`config.mk`:
```
export PLATFORM = sky130hd
export DESIGN_NAME = jtp_tap
export DESIGN_NICKNAME = d
export VERILOG_FILES = /design/src/shared/jtp_pkg.sv /design/src/rtl/jtp_tap.sv /design/src/rtl/jtp_sync.sv
export SDC_FILE = /design/constraint.sdc
export NUM_CORES = 1
export LEC_CHECK = 0
export BUFFER_PORTS_ARGS = -buffer_cell sky130_fd_sc_hd__buf_2
export CAP_MARGIN = 0
export CORE_ASPECT_RATIO = 1.75
export CORE_MARGIN = 4
export CORE_UTILIZATION = 30
export DETAILED_ROUTE_END_ITERATION = 10
export MAX_ROUTING_LAYER = met4
export PLACE_DENSITY = 0.48
export SETUP_SLACK_MARGIN = 0.5
export SYNTH_ARGS = -nofsm -noshare
export SYNTH_HDL_FRONTEND = slang
export SYNTH_SLANG_ARGS = --single-unit
```
`constraint.sdc`:
```
create_clock -name clk_sys -period 3.6 [get_ports clk_sys]
set_input_delay 0.54 -clock clk_sys [delete_from_list [all_inputs] [get_ports clk_sys]]
set_output_delay 0.54 -clock clk_sys [all_outputs]
set_load 0.01 [all_outputs]
```
`src/shared/jtp_pkg.sv`:
```
// Package for the test access port: widths, instruction codes, states and reset values
package jtp_pkg;

  // ----------------------------------------------------------------
  // Register widths
  // ----------------------------------------------------------------
  localparam int IR_W = 4;
  localparam int DR_W = 32;
  localparam int SYNC_W = 4;

  // ----------------------------------------------------------------
  // Instruction codes
  // ----------------------------------------------------------------
  localparam logic [IR_W-1:0] IR_CAPTURE_VAL = 4'h1;
  localparam logic [IR_W-1:0] IR_RESET_VAL   = 4'h1;
  localparam logic [IR_W-1:0] INS_IDCODE     = 4'h1;
  localparam logic [IR_W-1:0] INS_USER       = 4'h8;
  localparam logic [IR_W-1:0] INS_BYPASS     = 4'hf;

  // Identification word, value is arbitrary
  localparam logic [DR_W-1:0] IDCODE_DEFAULT = 32'h0a5c_3e01;

  // ----------------------------------------------------------------
  // Reset values
  // ----------------------------------------------------------------
  localparam logic [DR_W-1:0] DR_RESET_VAL   = 32'h0000_0000;
  localparam logic [DR_W-1:0] USER_RESET_VAL = 32'h0000_0000;
  localparam logic [SYNC_W-1:0] SYNC_RESET_VAL = 4'h0;

  // ----------------------------------------------------------------
  // Controller states
  // ----------------------------------------------------------------
  typedef enum logic [3:0] {
    ST_RESET     = 4'b0000,
    ST_IDLE      = 4'b0001,
    ST_SEL_DR    = 4'b0010,
    ST_CAP_DR    = 4'b0011,
    ST_SHIFT_DR  = 4'b0100,
    ST_EXIT1_DR  = 4'b0101,
    ST_PAUSE_DR  = 4'b0110,
    ST_EXIT2_DR  = 4'b0111,
    ST_UPD_DR    = 4'b1000,
    ST_SEL_IR    = 4'b1001,
    ST_CAP_IR    = 4'b1010,
    ST_SHIFT_IR  = 4'b1011,
    ST_EXIT1_IR  = 4'b1100,
    ST_PAUSE_IR  = 4'b1101,
    ST_EXIT2_IR  = 4'b1110,
    ST_UPD_IR    = 4'b1111
  } jtp_state_t;

endpackage : jtp_pkg

```
`src/rtl/jtp_tap.sv`:
```
// Test access port controller with instruction, bypass, identification and user registers
`timescale 1ns/1ns
module jtp_tap
  import jtp_pkg::*;
#(
  parameter logic [jtp_pkg::DR_W-1:0] IDCODE = jtp_pkg::IDCODE_DEFAULT
) (
  input  wire logic                    clk_sys,
  input  wire logic                    rst,
  input  wire logic                    tck_pin,
  input  wire logic                    tms_pin,
  input  wire logic                    tdi_pin,
  input  wire logic                    trst_pin,
  output logic                         tdo_out,
  output logic                         tdo_oe,
  output logic                         scan_control,
  output logic [jtp_pkg::DR_W-1:0]     user_data,
  output logic                         user_update
);
  import jtp_pkg::*;

  // ----------------------------------------------------------------
  // Pin synchronisation
  // ----------------------------------------------------------------
  logic [SYNC_W-1:0] pins_sync;
  logic              tck_s;
  logic              tms_s;
  logic              tdi_s;
  logic              trst_s;

  jtp_sync #(
    .W (SYNC_W)
  ) u_sync (
    .clk_sys (clk_sys),
    .rst     (rst),
    .din     ({trst_pin, tdi_pin, tms_pin, tck_pin}),
    .dout    (pins_sync)
  );

  // Unpack synchronised pins
  assign tck_s  = pins_sync[0];
  assign tms_s  = pins_sync[1];
  assign tdi_s  = pins_sync[2];
  assign trst_s = pins_sync[3];

  // ----------------------------------------------------------------
  // State record
  // ----------------------------------------------------------------
  typedef struct packed {
    jtp_state_t      tap;
    logic [IR_W-1:0] ir;
    logic [IR_W-1:0] ir_sh;
    logic [DR_W-1:0] dr_sh;
    logic [DR_W-1:0] user;
    logic            user_upd;
    logic            tck_prev;
    logic            tdo;
    logic            oe;
    logic            scan;
  } jtp_regs_t;

  jtp_regs_t r;
  jtp_regs_t next_r;

  // ----------------------------------------------------------------
  // Helper functions
  // ----------------------------------------------------------------
  // Standard sixteen-state transition on the sampled mode select
  function automatic jtp_state_t tap_step(input jtp_state_t s, input logic tms);
    jtp_state_t n;
    n = ST_RESET;
    case (s)
      ST_RESET:    n = tms ? ST_RESET    : ST_IDLE;
      ST_IDLE:     n = tms ? ST_SEL_DR   : ST_IDLE;
      ST_SEL_DR:   n = tms ? ST_SEL_IR   : ST_CAP_DR;
      ST_CAP_DR:   n = tms ? ST_EXIT1_DR : ST_SHIFT_DR;
      ST_SHIFT_DR: n = tms ? ST_EXIT1_DR : ST_SHIFT_DR;
      ST_EXIT1_DR: n = tms ? ST_UPD_DR   : ST_PAUSE_DR;
      ST_PAUSE_DR: n = tms ? ST_EXIT2_DR : ST_PAUSE_DR;
      ST_EXIT2_DR: n = tms ? ST_UPD_DR   : ST_SHIFT_DR;
      ST_UPD_DR:   n = tms ? ST_SEL_DR   : ST_IDLE;
      ST_SEL_IR:   n = tms ? ST_RESET    : ST_CAP_IR;
      ST_CAP_IR:   n = tms ? ST_EXIT1_IR : ST_SHIFT_IR;
      ST_SHIFT_IR: n = tms ? ST_EXIT1_IR : ST_SHIFT_IR;
      ST_EXIT1_IR: n = tms ? ST_UPD_IR   : ST_PAUSE_IR;
      ST_PAUSE_IR: n = tms ? ST_EXIT2_IR : ST_PAUSE_IR;
      ST_EXIT2_IR: n = tms ? ST_UPD_IR   : ST_SHIFT_IR;
      ST_UPD_IR:   n = tms ? ST_SEL_DR   : ST_IDLE;
      default:     n = ST_RESET;
    endcase
    return n;
  endfunction : tap_step

  // Instructions with a full-width data path; anything else is bypass
  function automatic logic wide_dr(input logic [IR_W-1:0] ins);
    return (ins == INS_IDCODE) || (ins == INS_USER);
  endfunction : wide_dr

  // ----------------------------------------------------------------
  // Edge detection on the sampled test clock
  // ----------------------------------------------------------------
  logic tck_rise;
  logic tck_fall;

  // Edges are seen a few system cycles late; test clock must be well below clk_sys
  assign tck_rise = tck_s & ~r.tck_prev;
  assign tck_fall = ~tck_s & r.tck_prev;

  // ----------------------------------------------------------------
  // Next-state logic
  // ----------------------------------------------------------------
  always_comb begin
    next_r          = r;
    next_r.tck_prev = tck_s;
    next_r.user_upd = 1'b0;
    next_r.scan     = trst_s;
    if (!trst_s) begin
      // Functional mode: controller held in reset, other pins ignored
      next_r.tap = ST_RESET;
      next_r.ir  = IR_RESET_VAL;
      next_r.oe  = 1'b0;
      next_r.tdo = 1'b0;
    end else begin
      if (tck_rise) begin
        next_r.tap = tap_step(r.tap, tms_s);
        case (r.tap)
          ST_RESET: begin
            next_r.ir = IR_RESET_VAL;
          end
          ST_CAP_IR: begin
            next_r.ir_sh = IR_CAPTURE_VAL;
          end
          ST_SHIFT_IR: begin
            next_r.ir_sh = {tdi_s, r.ir_sh[IR_W-1:1]};
          end
          ST_UPD_IR: begin
            next_r.ir = r.ir_sh;
          end
          ST_CAP_DR: begin
            if (r.ir == INS_IDCODE) begin
              next_r.dr_sh = IDCODE;
            end else if (r.ir == INS_USER) begin
              next_r.dr_sh = r.user;
            end else begin
              next_r.dr_sh = DR_RESET_VAL;
            end
          end
          ST_SHIFT_DR: begin
            if (wide_dr(r.ir)) begin
              next_r.dr_sh = {tdi_s, r.dr_sh[DR_W-1:1]};
            end else begin
              next_r.dr_sh[0] = tdi_s;
            end
          end
          ST_UPD_DR: begin
            if (r.ir == INS_USER) begin
              next_r.user     = r.dr_sh;
              next_r.user_upd = 1'b1;
            end
          end
          default: begin
          end
        endcase
      end
      if (tck_fall) begin
        // Output lane only moves on the falling edge
        case (r.tap)
          ST_SHIFT_IR: begin
            next_r.tdo = r.ir_sh[0];
            next_r.oe  = 1'b1;
          end
          ST_SHIFT_DR: begin
            next_r.tdo = r.dr_sh[0];
            next_r.oe  = 1'b1;
          end
          default: begin
            next_r.oe = 1'b0;
          end
        endcase
      end
    end
  end

  // ----------------------------------------------------------------
  // State register
  // ----------------------------------------------------------------
  always_ff @(posedge clk_sys or posedge rst) begin
    if (rst) begin
      r.tap      <= ST_RESET;
      r.ir       <= IR_RESET_VAL;
      r.ir_sh    <= IR_RESET_VAL;
      r.dr_sh    <= DR_RESET_VAL;
      r.user     <= USER_RESET_VAL;
      r.user_upd <= 1'b0;
      r.tck_prev <= 1'b0;
      r.tdo      <= 1'b0;
      r.oe       <= 1'b0;
      r.scan     <= 1'b0;
    end else begin
      r <= next_r;
    end
  end

  // ----------------------------------------------------------------
  // Outputs, all straight from flops
  // ----------------------------------------------------------------
  assign tdo_out      = r.tdo;
  assign tdo_oe       = r.oe;
  assign scan_control = r.scan;
  assign user_data    = r.user;
  assign user_update  = r.user_upd;

endmodule : jtp_tap

```
`src/rtl/jtp_sync.sv`:
```
// Two-stage synchroniser for the test pins
`timescale 1ns/1ns
module jtp_sync #(
  parameter int W = 4
) (
  input  wire logic         clk_sys,
  input  wire logic         rst,
  input  wire logic [W-1:0] din,
  output logic      [W-1:0] dout
);

  logic [W-1:0] meta;

  // First stage feeds only the second stage
  always_ff @(posedge clk_sys or posedge rst) begin
    if (rst) begin
      meta <= '0;
      dout <= '0;
    end else begin
      meta <= din;
      dout <= meta;
    end
  end

endmodule : jtp_sync

```
==> out/metrics.cfg <==
[outcome]
status = finished, final reports clean

[yosys]
synth.net_count = 364
synth_compound_area_share_pct = 10.5
synth_xor_area_share_pct = 0.420
syn_avg_cell_area_sq_um = 11.7
synth-simple-area-share_pct = 9.26
synth_mux_area_share_pct = 17.3
synth_area_sq_um = 4180
synthDistinctLibCells = 41
synth_cells = 358
synth_top_family_by_area = multiplexers
synth-seq-cells = 89
yosys_warnings = 0
synth_fa_ha_area_share_pct = 0
synth-seq-area-share_pct = 53.4

[timing]
final.setup.tns_ns = 0
finalHoldWorstSlack_ns = 0.305
slew_viol_final = 0
rsz0062_at_grt = no
worst_clock_skew_ns = 0.00662
relSlewSlack_pct = 37.9
layout_min_cycle_time_ns = 2.42
tightest_slew_ns = 0.931
setup_violations = 0
fmax_mhz = 413
hold_viol = 0
worst_slack_ns = 1.18
fin_crit_sh_pct = 67.2

[layout]
final_area_sq_um = 4640
utilization_pct = 34.3
area_growth_pct = 11.1
multiInputGateArea_sq_um = 1580
n_antenna_cell = 0
nFillCells = 1339
stdcell_count = 541
layout.nets = 368
drive_gt1_share_pct = 36.8
register_area_sq_um = 2230

[floorplanning]
io_pins = 42
core.rowCount = 56
die_h_microns = 164
core_area_sq_um = 13500
design.die.area_sq_um = 15900
die_w_microns = 97.2
start_util_pct = 30.9

[power]
power.density_nw_per_um2 = 462
leakage_nw = 2.24
irDropWorstVdd_mv = 0.230
power.total_mw = 2.14

[critical_path]
end_kind = flop
worstSetupPathType = reg -> reg
startpoint_type = flop
critical_path.slowest_cell = or4b_1
critPathTopFamily = simple AND/OR/NAND/NOR gates
max_stage_delay_ns = 0.91
path_max_fanout = 20
cp.required_ns = 3.82
path_buf_inv = 0
worstPathArrival_ns = 2.64
path_cells = or4b_1 > and2_4 > a22o_1 > mux2_2

[cts]
clock-sinks = 89
clk_latency_ns = 0.34
htree_levels = 3
post_cts_resized = 0
cts_buffers = 9
postCtsSetupRepairBufs = 0
clk_pin_slew_ns = 0.06
ctsRootBufferMaster = clkbuf_16
hold_buffers = 0
tritoncts = done
clockBufferDepth = 2

[routing]
ant_nets = 0
drtIter0Drc = 84
wl_per_cell_microns = 15.7
first_pass_iters = 4
viasPerCell = 4.79
wl_mm = 8.51
via_count = 2592
drcViolationCount = 0

[placed_design]
placed_cell_area_sq_um = 4320
placed_cells = 525
dp_slack_ns = 1.17
place_hpwl_mm = 5.68
portBuffers = 41
gp_congestion = 0.771

[flow_run]
drv_cap = 0

[global_routing]
overflow = 0
antenna_found_initial = 0
grt_max_degree = 53
track_usage_pct = 11.8
grt_pass1_wl_mm = 14.4
grt_pass1_vias = 2741

[min_path]
min_path_type = in -> reg

[layout by cell type, fill, tap and decap left out, types with 2 or more instances in the layout]
cell,count
buf_4,7
o211ai_1,3
nor2_1,19
nand2_1,28
nand4_1,3
dfstp_2,2
mux2_2,64
nor3_1,3
o21ai_0,11
a22o_1,22
clkbuf_16,9
a31oi_1,2
clkbuf_1,3
buf_2,41
nand2b_1,3
a211oi_1,2
a21oi_1,19
clkbuf_8,2
nor4b_2,2
nand3_1,4
nor2b_1,2
dfrtp_1,87
bufinv_16,2
inv_1,7
[registers in the layout (all words and copies together), names as in the netlist]
name / count
r: 45
user_data: 32
u_sync.dout: 4
u_sync.meta: 4
scan_control: 1
tdo_oe: 1
tdo_out: 1
user_update: 1
[per-layer routing]
| layer | GRT usage [%] | up-vias | routed length, microns |
|---|---|---|---|
| met1 | 13.2 | 1293 | 3510 |
| li1 | - | 1247 | - |
| met5 | - | - | 0 |
| met2 | 20.2 | 39 | 4590 |
| met4 | 7.09 | 0 | 205 |
| met3 | 1.40 | 13 | 205 |
[final cells by class]
type / count / area share [%]
clock buffer: 14 / 5.69
clock inverter: 2 / 1.29
timing repair buffer: 48 / 5.55
tap: 174 / 4.69
multi-input combinational: 206 / 34.1
sequential: 89 / 48.0
inverter: 8 / 0.674
[power by group]
part,switching (mW),internal [mW],total [mW]
combinational,0.0400,0.0288,0.0688
clock,0.372,0.647,1.02
sequential,0.0287,1.03,1.06
[Yosys cell counts]
cell / count / area [sq um]
nor3_2: 1 / 10.0
mux2_2: 64 / 721
buf_6: 2 / 22.5
buf_4: 33 / 248
nor4bb_1: 1 / 10.0
and4b_1: 1 / 10.0
a22o_1: 22 / 193
dfrtp_1: 87 / 2180
or3_1: 1 / 6.26
xor2_1: 1 / 8.76
o211ai_1: 3 / 22.5
o21ai_0: 11 / 55.1
nand3b_1: 1 / 7.51
buf_2: 7 / 35.0
nor2_1: 19 / 71.3
a31o_2: 1 / 8.76
nand3_1: 4 / 20.0
dfstp_2: 2 / 52.6
nor2b_1: 2 / 12.5
a211oi_1: 2 / 15.0
or4b_1: 1 / 10.0
nand2b_1: 3 / 18.8
nor4b_2: 1 / 15.0
nor4b_1: 2 / 17.5
a31oi_1: 2 / 12.5
or2_2: 1 / 6.26
nand4b_1: 1 / 8.76
or4_1: 1 / 7.51
clkbuf_1: 13 / 48.8
a41oi_1: 1 / 8.76
xnor2_1: 1 / 8.76
inv_1: 8 / 30.0
and2_4: 1 / 8.76
nor3b_1: 1 / 7.51
nor3_1: 3 / 15.0
nand4_1: 3 / 18.8
nand2_1: 28 / 105
a21oi_1: 19 / 95.1
a221oi_1: 1 / 8.76
a311oi_1: 1 / 8.76
o2bb2ai_1: 1 / 8.76
[worst paths after layout]
path | from | end | slack [ns] | cells after the start
max | r[77] | r[45] | 1.18 | 4
min | trst_pin | u_sync.meta[3] | 0.30 | 1
max reg2reg | r[77] | r[45] | 1.18 | 4
min reg2reg | u_sync.meta[0] | u_sync.dout[0] | 0.35 | 0
max in group asynchronous | rst | user_data[1] | 2.39 | 3
min in group asynchronous | rst | u_sync.dout[3] | 0.38 | 2
[cells by family (layout without fill, tap and decap cells)]
logic type,after synthesis,in the layout
flops,89,89
simple gates,76,76
compound gates,64,64
mux,64,64
buf+inv,63,72
xor+xnor,2,2
(Power assumes the default switching activity.)
